File: config.mk
export PLATFORM = sky130hd
export DESIGN_NAME = vic_ctrl
export DESIGN_NICKNAME = d
export VERILOG_FILES = /design/src/core/vic_pkg.sv /design/src/core/vic_ctrl.sv
export SDC_FILE = /design/constraint.sdc
export NUM_CORES = 2
export LEC_CHECK = 0
export BUFFER_PORTS_ARGS = -buffer_cell sky130_fd_sc_hd__buf_2
export CELL_PAD_IN_SITES_DETAIL_PLACEMENT = 0
export CELL_PAD_IN_SITES_GLOBAL_PLACEMENT = 2
export CORE_MARGIN = 2
export CORE_UTILIZATION = 48
export DETAILED_ROUTE_END_ITERATION = 8
export GPL_TIMING_DRIVEN = 0
export PLACE_DENSITY = 0.95
export REMOVE_ABC_BUFFERS = 1
export SYNTH_ARGS = -nofsm -noshare
export SYNTH_HDL_FRONTEND = slang
export SYNTH_SLANG_ARGS = --single-unit
export TNS_END_PERCENT = 50
File: constraint.sdc
create_clock -name clk_sys -period 77.6 [get_ports clk_sys]
set_clock_uncertainty 0.15 [all_clocks]
set_input_delay 11.64 -clock clk_sys [delete_from_list [all_inputs] [get_ports clk_sys]]
set_output_delay 11.64 -clock clk_sys [all_outputs]
set_load 0.005 [all_outputs]
File: src/core/vic_pkg.sv
// package: register map, field layout and sizes of the vectored interrupt controller
package vic_pkg;
    // ========================================
    // sizes
    localparam int NUM_SRC = 32;
    localparam int ADDR_W = 12;
    localparam int DATA_W = 32;
    localparam int PRIO_W = 3;
    localparam int STACK_DEPTH = 8;
    localparam int DEPTH_W = 4;
    // ========================================
    // register offsets (byte addresses)
    localparam logic [11:0] OFS_MODE_BASE = 12'h000;
    localparam logic [11:0] OFS_VECT_BASE = 12'h080;
    localparam logic [11:0] OFS_NORMAL_VECTOR_READ = 12'h100;
    localparam logic [11:0] OFS_FAST_VECTOR_READ = 12'h104;
    localparam logic [11:0] OFS_CURRENT_SOURCE_NUMBER = 12'h108;
    localparam logic [11:0] OFS_PENDING_BITS = 12'h10c;
    localparam logic [11:0] OFS_ENABLED_BITS = 12'h110;
    localparam logic [11:0] OFS_CORE_LINE_STATUS = 12'h114;
    localparam logic [11:0] OFS_ENABLE_COMMAND = 12'h120;
    localparam logic [11:0] OFS_DISABLE_COMMAND = 12'h124;
    localparam logic [11:0] OFS_CLEAR_PENDING_COMMAND = 12'h128;
    localparam logic [11:0] OFS_SET_PENDING_COMMAND = 12'h12c;
    localparam logic [11:0] OFS_END_OF_SERVICE_COMMAND = 12'h130;
    localparam logic [11:0] OFS_SPURIOUS_VECTOR = 12'h134;
    localparam logic [11:0] OFS_DEBUG_CONTROL = 12'h138;
    localparam logic [11:0] OFS_FAST_FORCE_ENABLE_COMMAND = 12'h140;
    localparam logic [11:0] OFS_FAST_FORCE_DISABLE_COMMAND = 12'h144;
    localparam logic [11:0] OFS_FAST_FORCE_STATUS = 12'h148;
    // ========================================
    // field positions
    localparam int FLD_PRIO_LSB = 0;
    localparam int FLD_TYPE_LSB = 5;
    localparam int FLD_PROTECTION_ENABLE = 0;
    localparam int FLD_GLOBAL_LINE_MASK = 1;
    localparam int FLD_FAST_LINE_STATUS = 0;
    localparam int FLD_NORMAL_LINE_STATUS = 1;
    localparam int SRC_FAST_REQUEST = 0;
    localparam int SRCTYPE_EDGE_BIT = 0;
    // ========================================
    // reset values
    localparam logic [31:0] RST_WORD = 32'h0000_0000;
    localparam logic [2:0] RST_PRIO = 3'h0;
    localparam logic [1:0] RST_TYPE = 2'h0;
    localparam logic [4:0] RST_ID = 5'h00;
    localparam logic [3:0] RST_DEPTH = 4'h0;
    localparam logic [1:0] RST_DEBUG = 2'h0;
endpackage : vic_pkg

File: src/core/vic_ctrl.sv
// vectored interrupt controller: status/command registers, priority stack, request lines
`timescale 1ns/100ps
`default_nettype none
module vic_ctrl
    import vic_pkg::*;
(
    // clock and reset
    input wire logic clk_sys,
    input wire logic srst,
    // register port
    input wire logic [ADDR_W-1:0] regAddr,
    input wire logic [DATA_W-1:0] regWrData,
    input wire logic regWrStb,
    input wire logic regRdStb,
    output logic [DATA_W-1:0] regRdData,
    // interrupt sources, asynchronous, active high
    input wire logic [NUM_SRC-1:0] srcReq,
    // processor request lines, active low
    output logic fastReqOutN,
    output logic normalReqOutN
);

    // ========================================
    // state
    logic [NUM_SRC-1:0] srcMeta_q;
    logic [NUM_SRC-1:0] srcSync_q;
    logic [NUM_SRC-1:0] srcPrev_q;
    logic [NUM_SRC-1:0] pendLatch_q;
    logic [NUM_SRC-1:0] pendLatch_d;
    logic [NUM_SRC-1:0] enabled_q;
    logic [NUM_SRC-1:0] fastForce_q;
    logic [PRIO_W-1:0] srcPrio_q [NUM_SRC];
    logic [1:0] srcType_q [NUM_SRC];
    logic [DATA_W-1:0] srcVect_q [NUM_SRC];
    logic [DATA_W-1:0] spurious_q;
    logic [1:0] debug_q;
    logic [4:0] stkId_q [STACK_DEPTH];
    logic [PRIO_W-1:0] stkPrio_q [STACK_DEPTH];
    logic [DEPTH_W-1:0] depth_q;
    logic [DATA_W-1:0] regRdData_q;
    logic fastReqOutN_q;
    logic normalReqOutN_q;

    // ========================================
    // combinational terms
    logic [NUM_SRC-1:0] edgeHit;
    logic [NUM_SRC-1:0] isEdge;
    logic [NUM_SRC-1:0] pending;
    logic [NUM_SRC-1:0] fastMap;
    logic candValid;
    logic [4:0] candId;
    logic [PRIO_W-1:0] candPrio;
    logic [4:0] curId;
    logic [PRIO_W-1:0] curPrio;
    logic wrHit;
    logic enterSvc;
    logic endSvc;
    logic fastRead;
    logic fastActive;
    logic normalActive;
    logic protect;
    logic lineMask;

    assign protect = debug_q[FLD_PROTECTION_ENABLE];
    assign lineMask = debug_q[FLD_GLOBAL_LINE_MASK];

    // address match used by every register write and strobe decode; the read mux decodes by range and case
    function automatic logic addrIs(input logic [ADDR_W-1:0] a, input logic [11:0] ofs);
        addrIs = (a == ofs);
    endfunction : addrIs

    // ========================================
    // source synchroniser and edge detect
    // sources are asynchronous, so two flops before any logic looks at them
    always_ff @(posedge clk_sys) begin
        if (srst) begin
            srcMeta_q <= RST_WORD;
            srcSync_q <= RST_WORD;
            srcPrev_q <= RST_WORD;
        end else begin
            srcMeta_q <= srcReq;
            srcSync_q <= srcMeta_q;
            srcPrev_q <= srcSync_q;
        end
    end

    // per-source type decode and pending view
    genvar g;
    generate
        for (g = 0; g < NUM_SRC; g++) begin : gSrc
            assign isEdge[g] = srcType_q[g][SRCTYPE_EDGE_BIT];
            assign edgeHit[g] = isEdge[g] & srcSync_q[g] & ~srcPrev_q[g];
            // pending view
            // level sources follow the line, latched bits add software triggers
            assign pending[g] = pendLatch_q[g] | (~isEdge[g] & srcSync_q[g]);
        end
    endgenerate

    // fast map: source 0 always, others only when fast forcing is on
    // forced sources routed
    assign fastMap = {fastForce_q[NUM_SRC-1:1], 1'b1};

    // ========================================
    // current level from the top of the priority stack
    always_comb begin
        curId = RST_ID;
        curPrio = RST_PRIO;
        if (depth_q != RST_DEPTH) begin
            curId = stkId_q[depth_q[2:0] - 3'h1];
            curPrio = stkPrio_q[depth_q[2:0] - 3'h1];
        end
    end

    // ========================================
    // candidate: highest priority enabled pending normal source
    // priority selects current
    // ties go to the lowest source number; must beat the level in service
    // fast-mapped sources never compete here, they belong to the other line
    always_comb begin
        candValid = 1'b0;
        candId = RST_ID;
        candPrio = RST_PRIO;
        for (int i = 1; i < NUM_SRC; i++) begin
            if (pending[i] && enabled_q[i] && !fastMap[i] &&
                (!candValid || srcPrio_q[i] > candPrio)) begin
                candValid = 1'b1;
                candId = 5'(i);
                candPrio = srcPrio_q[i];
            end
        end
        // nesting only for strictly higher priority; a full stack holds off
        if (depth_q == 4'(STACK_DEPTH)) begin
            candValid = 1'b0;
        end else if (depth_q != RST_DEPTH && candPrio <= curPrio) begin
            candValid = 1'b0;
        end
    end

    assign fastActive = |(pending & enabled_q & fastMap);
    assign normalActive = candValid;

    // ========================================
    // bus strobes and side effects
    assign wrHit = regWrStb;
    // protected normal vector read has no effect
    // in protection mode a debugger read of the normal vector is harmless; software writes the register instead
    assign enterSvc = candValid && addrIs(regAddr, OFS_NORMAL_VECTOR_READ) &&
                      ((regRdStb && !protect) || (regWrStb && protect));
    assign endSvc = regWrStb && addrIs(regAddr, OFS_END_OF_SERVICE_COMMAND);
    assign fastRead = regRdStb && addrIs(regAddr, OFS_FAST_VECTOR_READ) &&
                      pending[SRC_FAST_REQUEST] && enabled_q[SRC_FAST_REQUEST];

    // ========================================
    // pending latch: commands, service and edges
    // clears go first and sets last, so a set or an edge in the same cycle wins
    always_comb begin
        pendLatch_d = pendLatch_q;
        if (wrHit && addrIs(regAddr, OFS_CLEAR_PENDING_COMMAND)) begin
            pendLatch_d = pendLatch_d & ~regWrData;
        end
        if (enterSvc) begin
            pendLatch_d[candId] = 1'b0;
        end
        if (fastRead) begin
            pendLatch_d[SRC_FAST_REQUEST] = 1'b0;
        end
        if (wrHit && addrIs(regAddr, OFS_SET_PENDING_COMMAND)) begin
            pendLatch_d = pendLatch_d | regWrData;
        end
        // a hardware edge in the clearing cycle is never lost
        pendLatch_d = pendLatch_d | edgeHit;
    end

    always_ff @(posedge clk_sys) begin
        if (srst) begin
            pendLatch_q <= RST_WORD;
        end else begin
            pendLatch_q <= pendLatch_d;
        end
    end

    // ========================================
    // mask register
    always_ff @(posedge clk_sys) begin
        if (srst) begin
            enabled_q <= RST_WORD;
        end else if (wrHit && addrIs(regAddr, OFS_ENABLE_COMMAND)) begin
            enabled_q <= enabled_q | regWrData;
        end else if (wrHit && addrIs(regAddr, OFS_DISABLE_COMMAND)) begin
            enabled_q <= enabled_q & ~regWrData;
        end
    end

    // ========================================
    // fast forcing; bit 0 stays zero as source 0 is always fast
    always_ff @(posedge clk_sys) begin
        if (srst) begin
            fastForce_q <= RST_WORD;
        end else if (wrHit && addrIs(regAddr, OFS_FAST_FORCE_ENABLE_COMMAND)) begin
            fastForce_q <= (fastForce_q | regWrData) & ~32'h0000_0001;
        end else if (wrHit && addrIs(regAddr, OFS_FAST_FORCE_DISABLE_COMMAND)) begin
            fastForce_q <= fastForce_q & ~regWrData;
        end
    end

    // ========================================
    // per-source mode and vector registers
    // a write that matches no mapped word changes nothing
    always_ff @(posedge clk_sys) begin
        if (srst) begin
            for (int i = 0; i < NUM_SRC; i++) begin
                srcPrio_q[i] <= RST_PRIO;
                srcType_q[i] <= RST_TYPE;
                srcVect_q[i] <= RST_WORD;
            end
        end else if (regWrStb) begin
            for (int i = 0; i < NUM_SRC; i++) begin
                if (addrIs(regAddr, OFS_MODE_BASE + 12'(i * 4))) begin
                    srcPrio_q[i] <= regWrData[FLD_PRIO_LSB +: PRIO_W];
                    srcType_q[i] <= regWrData[FLD_TYPE_LSB +: 2];
                end
                if (addrIs(regAddr, OFS_VECT_BASE + 12'(i * 4))) begin
                    srcVect_q[i] <= regWrData;
                end
            end
        end
    end

    // ========================================
    // spurious vector and debug control
    always_ff @(posedge clk_sys) begin
        if (srst) begin
            spurious_q <= RST_WORD;
            debug_q <= RST_DEBUG;
        end else if (regWrStb) begin
            if (addrIs(regAddr, OFS_SPURIOUS_VECTOR)) begin
                spurious_q <= regWrData;
            end
            if (addrIs(regAddr, OFS_DEBUG_CONTROL)) begin
                debug_q <= regWrData[1:0];
            end
        end
    end

    // ========================================
    // priority stack
    // end-of-service pops level
    // a lower pending source may raise the line again once the level drops
    // eight levels at most; a deeper request waits until a level is released
    always_ff @(posedge clk_sys) begin
        if (srst) begin
            depth_q <= RST_DEPTH;
            for (int i = 0; i < STACK_DEPTH; i++) begin
                stkId_q[i] <= RST_ID;
                stkPrio_q[i] <= RST_PRIO;
            end
        end else if (enterSvc) begin
            stkId_q[depth_q[2:0]] <= candId;
            stkPrio_q[depth_q[2:0]] <= candPrio;
            depth_q <= depth_q + 4'h1;
        end else if (endSvc && depth_q != RST_DEPTH) begin
            depth_q <= depth_q - 4'h1;
        end
    end

    // ========================================
    // request lines, registered, active low
    // registering the lines keeps decode glitches off the core at one cycle of latency
    // global line mask
    always_ff @(posedge clk_sys) begin
        if (srst) begin
            fastReqOutN_q <= 1'b1;
            normalReqOutN_q <= 1'b1;
        end else begin
            fastReqOutN_q <= ~(fastActive & ~lineMask);
            normalReqOutN_q <= ~(normalActive & ~lineMask);
        end
    end

    // ========================================
    // read data, loaded in the cycle after the strobe and held until the next read
    // mode words read back only the priority and type fields
    always_ff @(posedge clk_sys) begin
        if (srst) begin
            regRdData_q <= RST_WORD;
        end else if (regRdStb) begin
            regRdData_q <= RST_WORD; // unmapped reads return zero
            if (regAddr < OFS_VECT_BASE) begin
                regRdData_q[FLD_PRIO_LSB +: PRIO_W] <= srcPrio_q[regAddr[6:2]];
                regRdData_q[FLD_TYPE_LSB +: 2] <= srcType_q[regAddr[6:2]];
            end else if (regAddr < OFS_NORMAL_VECTOR_READ) begin
                regRdData_q <= srcVect_q[regAddr[6:2]];
            end else begin
                case (regAddr)
                    OFS_NORMAL_VECTOR_READ: begin
                        regRdData_q <= candValid ? srcVect_q[candId] : spurious_q;
                    end
                    OFS_FAST_VECTOR_READ: begin
                        regRdData_q <= fastActive ? srcVect_q[SRC_FAST_REQUEST] : spurious_q;
                    end
                    OFS_CURRENT_SOURCE_NUMBER: begin
                        regRdData_q[4:0] <= curId;
                    end
                    OFS_PENDING_BITS: begin
                        regRdData_q <= pending;
                    end
                    OFS_ENABLED_BITS: begin
                        regRdData_q <= enabled_q;
                    end
                    OFS_CORE_LINE_STATUS: begin
                        regRdData_q[FLD_FAST_LINE_STATUS] <= ~fastReqOutN_q;
                        regRdData_q[FLD_NORMAL_LINE_STATUS] <= ~normalReqOutN_q;
                    end
                    OFS_SPURIOUS_VECTOR: begin
                        regRdData_q <= spurious_q;
                    end
                    OFS_DEBUG_CONTROL: begin
                        regRdData_q[1:0] <= debug_q;
                    end
                    OFS_FAST_FORCE_STATUS: begin
                        regRdData_q <= fastForce_q;
                    end
                    default: begin
                        regRdData_q <= RST_WORD;
                    end
                endcase
            end
        end
    end

    assign regRdData = regRdData_q;
    assign fastReqOutN = fastReqOutN_q;
    assign normalReqOutN = normalReqOutN_q;

endmodule : vic_ctrl
`default_nettype wire

-- After elaboration in Yosys (flattened, before gate mapping)
Memories as Yosys holds them, arrays and structs flattened.
Cells that the tools add are included.
Widths: inputs -> output; s select.
- register bits after elaboration: 264
- bits in writable memories: 1248
- output and inout bits: 34
- logic and storage cells: 1138
- memories kept: 5
- $add $sub $neg: 3
- magnitude comparators: 35
- equal/unequal tests: 80
- mux-type cells: 482
- bitwise gates (word level): 307
- reduce and logical (&&, ||, !) cells: 213
- memories (memory ; words ; bits a word ; rd ports ; clocked after Yosys merged registers in ; write ports ; line ; text):
    srcVect_q ; 32 ; 32 ; 3 ; 0 ; 32 ; vic_ctrl.sv:34 ; logic [DATA_W-1:0] srcVect_q [NUM_SRC];
    srcPrio_q ; 32 ; 3 ; 32 ; 0 ; 32 ; vic_ctrl.sv:32 ; logic [PRIO_W-1:0] srcPrio_q [NUM_SRC];
    srcType_q ; 32 ; 2 ; 33 ; 0 ; 32 ; vic_ctrl.sv:33 ; logic [1:0] srcType_q [NUM_SRC];
    stkId_q ; 8 ; 5 ; 1 ; 0 ; 8 ; vic_ctrl.sv:37 ; logic [4:0] stkId_q [STACK_DEPTH];
    stkPrio_q ; 8 ; 3 ; 1 ; 0 ; 8 ; vic_ctrl.sv:38 ; logic [PRIO_W-1:0] stkPrio_q [STACK_DEPTH];
- operator list (cell ; count):
    $mux 32 ; 42
    $eq 12x8->1 const B ; 32
    $mux 1 ; 299
    $mux 3 ; 68
    $and 32x32->32 ; 6
    $eq 12x7->1 const B ; 16
    $eq 12x9->1 const B ; 16
    $pmux 27 s6 ; 1
    $mux 5 ; 32
    $or 1x1->1 ; 128
    $or 32x32->32 ; 4
    $logic_and 1x1->1 ; 109
    $and 1x1->1 ; 98
    $eq 12x6->1 const B ; 8
    $gt 3x3->1 ; 30
    $not 1->1 ; 69
    $mux 2 ; 34
    $not 32->32 ; 2
    $logic_not 1->1 ; 62
    $eq 12x5->1 const B ; 4
    $reduce_or 32->1 ; 1
    $logic_or 1x1->1 ; 31
    $mux 25 ; 1
    $eq 12x4->1 const B ; 2
    21 further kinds ; 25

-- Depth between registers and ports, before layout
An unclocked memory read counts as a cell.
- depth after elaboration: 138
- gate-level depth with buffers: 297
- mapped depth without buffers: 290

-- Worst setup path before layout
Ideal clock, no wire load.
- kind: reg-to-reg
- start point: mem srcType_q[1][0]
- end point: reg depth_q[3]
- setup time: 128 ps
- arrival: 45444 ps
- required time: 77322 ps
- slack: 31878 ps
- stages on the path, launching flop included: 252
- path buffers: 9
- cell sequence: edfxtp_1 > nor2b_1 > o211a_2 > and2_1 > inv_1 > ha_1 > nand3_1 > o21ai_0 > or3b_1 > and2_1 > a22oi_1 > ha_1 > nand3_1 > o21ai_0 > o22a_1 > or2_2 > a21o_1 > ha_1 > (+216 left out) > clkbuf_1 > clkbuf_1 > mux2i_1 > inv_1 > ha_1 > a21oi_1 > a31oi_1 > a21oi_1 > a21oi_1 > nand3_1 > nor2_1 > inv_1 > ha_1 > a21o_1 > a21oi_1 > mux2i_1 > xor2_1 > nor2_1
- RTL lines (item ; line ; text):
    from (decl) ; vic_ctrl.sv:33 ;
    to (signal assigned) ; vic_ctrl.sv:260 ; depth_q <= depth_q + 4'h1;
    to (signal assigned) ; vic_ctrl.sv:262 ; depth_q <= depth_q - 4'h1;
    to (decl) ; vic_ctrl.sv:39 ; logic [DEPTH_W-1:0] depth_q;

==> impl_metrics.py <==
metrics = {
    "status": {
        "status": "finished with violations",
        "violations": "design-rule violations, max-capacitance violations, max-slew violations",
    },
    "setup_path": {
        "critPathCapture": "stkId_q[5][1]",
        "critical_path.slowest_cell": "o21a_1",
        "cp_top_family": "compound AO/OA/AOI/OAI gates",
        "max_stage_delay_ns": 1.05,
        "reg2reg_slack_ns": 15.75,
        "crit_buf_inv": 11,
        "reg2regPathDepth": 248,
        "path_max_fanout": 15,
        "cp.depth": 248,
        "r2r_end": "stkId_q[5][1]",
        "crit_start": "srcType_q[1][0]",
        "start_kind": "flip-flop",
        "cp-end-kind": "flip-flop",
        "r2r_start": "srcType_q[1][0]",
        "worst-endpoint-arrival_ns": 62.16,
        "required_ns": 77.91,
        "crit_top_cell": "a21oi_1",
        "crit_type": "reg -> reg",
    },
    "global_route": {
        "track_usage": 0.381,
        "grt_pass1_vias": 57662,
        "grt_max_degree": 129,
        "grt-ovfl-total": 0,
        "antenna_found_initial": 16,
        "grt_pass1_wl_um": 431000,
    },
    "flow_run": {
        "maxCapViolations": 3,
    },
    "power_and_ir_drop": {
        "internal_power_mw": 1.44,
        "ir_drop_v": 0.0000229,
        "p_seq_frac": 0.501,
        "power.density_nw_per_um2": 22.2,
        "power_frac_comb": 0.077,
        "power.clock.fraction": 0.422,
        "p_leak_nw": 29.6,
        "switchingPower_mw": 0.460,
        "finalPower_mw": 1.90,
        "switching_share": 0.242,
    },
    "cts": {
        "post-cts-setup-buffers": 0,
        "cts_root_buf": "clkbuf_16",
        "clockBufferDepth": 3,
        "clock_sinks": 1512,
        "numCtsBuffers": 164,
        "ctsResizeCount": 0,
        "h-tree-depth": 4,
        "ctsHoldBuffers": 0,
        "clk_pin_slew_ns": 0.06,
        "worstSkewPairLatency_ns": 0.86,
        "tritoncts": "built",
    },
    "synth": {
        "async_flop_share": 0,
        "synth_edf_count": 1248,
        "synth_area_um2": 75400,
        "avgSynthCellArea_um2": 11.8,
        "ys_warn_count": 0,
        "ys_ff_latch": 1512,
        "ys.flop_type": "edfxtp_1",
        "ys_types": 100,
        "synth-seq-area-share": 0.567,
        "synthCells": 6405,
    },
    "floorplanning": {
        "die_area_um2": 160000,
        "core_um2": 156000,
        "die_w_um": 400,
        "io_pins": 114,
        "initial_utilization": 0.483,
        "num_rows": 145,
        "die_h_um": 400,
    },
    "sta": {
        "fin_setup_tns_ns": 0,
        "period_share": 0.797,
        "rsz0062_at_grt": "false",
        "setup_violations": 0,
        "hold_viol_final": 0,
        "timing.slew.headroom": -0.0885,
        "report.final.slew_viol_count": 26,
        "max_freq_mhz": 16.2,
        "period_minus_slack_ns": 61.85,
        "worst_slew_pin_slew_ns": 1.63,
    },
    "final_layout": {
        "final_cell_area_um2": 85600,
        "mostFrequentLayoutCell": "edfxtp_1",
        "drive_above_1_share": 0.170,
        "final_nets": 6467,
        "final_cell_mix": "edfxtp_1 (1248), nor2_1 (1016), nand2_1 (741)",
        "utilization": 0.548,
        "area_growth_pct": 13.4,
    },
    "placed_design": {
        "dp_hpwl_um": 200000,
        "io_buffers": 113,
        "placed_area_um2": 80100,
        "place.gp.congestion": 0.978,
    },
    "detailed_routing": {
        "drtPass1Iterations": 9,
        "routedWlPerCell_um": 36.7,
        "routed_wl_um": 313000,
        "vias_per_cell": 7.18,
        "first_iter_violations": 11112,
        "ant_nets": 0,
        "vias": 61166,
        "drcViolationCount": 1,
    },
    "hold_path": {
        "hold_class": "reg -> reg",
    },
}
-- registers in the layout, indices dropped and copies added (netlist names), 40 cells and up, named ones only --
register	cells
srcVect_q	1024
srcPrio_q	96
srcType_q	64
stkId_q	40
-- synth_stat cells, types with 39 or more instances --
library cell  count  share of area
o21ai_0          77         0.0051
edfxtp_1       1248           0.50
nand3_1         206          0.014
o31ai_1          62         0.0062
ha_1             72          0.012
nor2_1         1033          0.051
o221ai_1         60         0.0070
nor3_1           79         0.0052
a22oi_1          97         0.0097
o211ai_1         48         0.0048
buf_2            39         0.0026
o2111ai_1        41         0.0048
a211oi_1         50         0.0050
nor2b_1         141          0.012
clkbuf_1        405          0.020
inv_1           153         0.0076
a31oi_1          50         0.0041
dfxtp_1         264          0.070
a21oi_1         246          0.016
nand2_1         762          0.038
o22ai_1          80         0.0066
nand2b_1         89         0.0074
buf_1            48         0.0024
mux2i_1         107          0.014
mux4_2          386           0.12
-- metrics by stage --
stage	hold slack, ns	std cells	worst slack [ns]
detailed placement	0.277	8205	17.82
CTS	0.292	8509	17.45
global placement	0.275	8063	2.28
finish	0.286	8523	15.75
global route	0.305	8513	11.77
floorplan	0.264	5892	29.56
-- logic make-up (layout without fill, tap and decap cells) --
group	after synthesis	count (layout)	synth area share
other	0	13	0
buffers and inverters	666	713	0.0349
flip-flops	1512	1512	0.567
AO/OA/AOI/OAI	1127	1127	0.107
multiplexers	511	511	0.132
XOR/XNOR	4	4	0.000464
adder cells (fa/ha/maj)	75	75	0.0125
AND/OR/NAND/NOR	2510	2510	0.146
-- power by group through the flow --
stage                     registers (mW)  clock network (mW)  logic [mW]
after global placement             0.968                   0       0.144
after CTS                          0.951               0.798       0.142
after global routing               0.956               0.829       0.150
after detailed placement           0.968                   0       0.142
final                              0.954               0.803       0.147
after floorplan                    0.956                   0      0.0761
-- layer usage --
layer | vias to the layer above | GRT usage | wire length [um]
met2 | 5762 | 0.537 | 128000
met5 | - | 0 | 135
met4 | 11 | 0.263 | 26500
met3 | 1399 | 0.140 | 50500
met1 | 30036 | 0.486 | 107000
li1 | 23958 | - | -
-- worst min path at each step --
stage                       start       endpoint  slack [ns]  cells past startpoint
floorplan            srcMeta_q[0]   srcSync_q[0]        0.26                      1
global placement     srcMeta_q[2]   srcSync_q[2]        0.27                      1
detailed placement   srcMeta_q[8]   srcSync_q[8]        0.28                      1
CTS                 srcMeta_q[10]  srcSync_q[10]        0.29                      1
global route         srcMeta_q[6]   srcSync_q[6]        0.30                      1
finish              srcMeta_q[10]  srcSync_q[10]        0.29                      1
-- layout make-up --
| cell class | instances | area, um2 |
|---|---|---|
| antenna | 13 | 32.5 |
| clock buffer | 222 | 4610 |
| timing repair buffer | 256 | 3480 |
| fill | 12765 | 70600 |
| sequential | 1512 | 42800 |
| inverter | 153 | 574 |
| tap | 2058 | 2570 |
| clock inverter | 82 | 807 |
| multi-input combinational | 4227 | 30700 |
(Power assumes the default switching activity.)
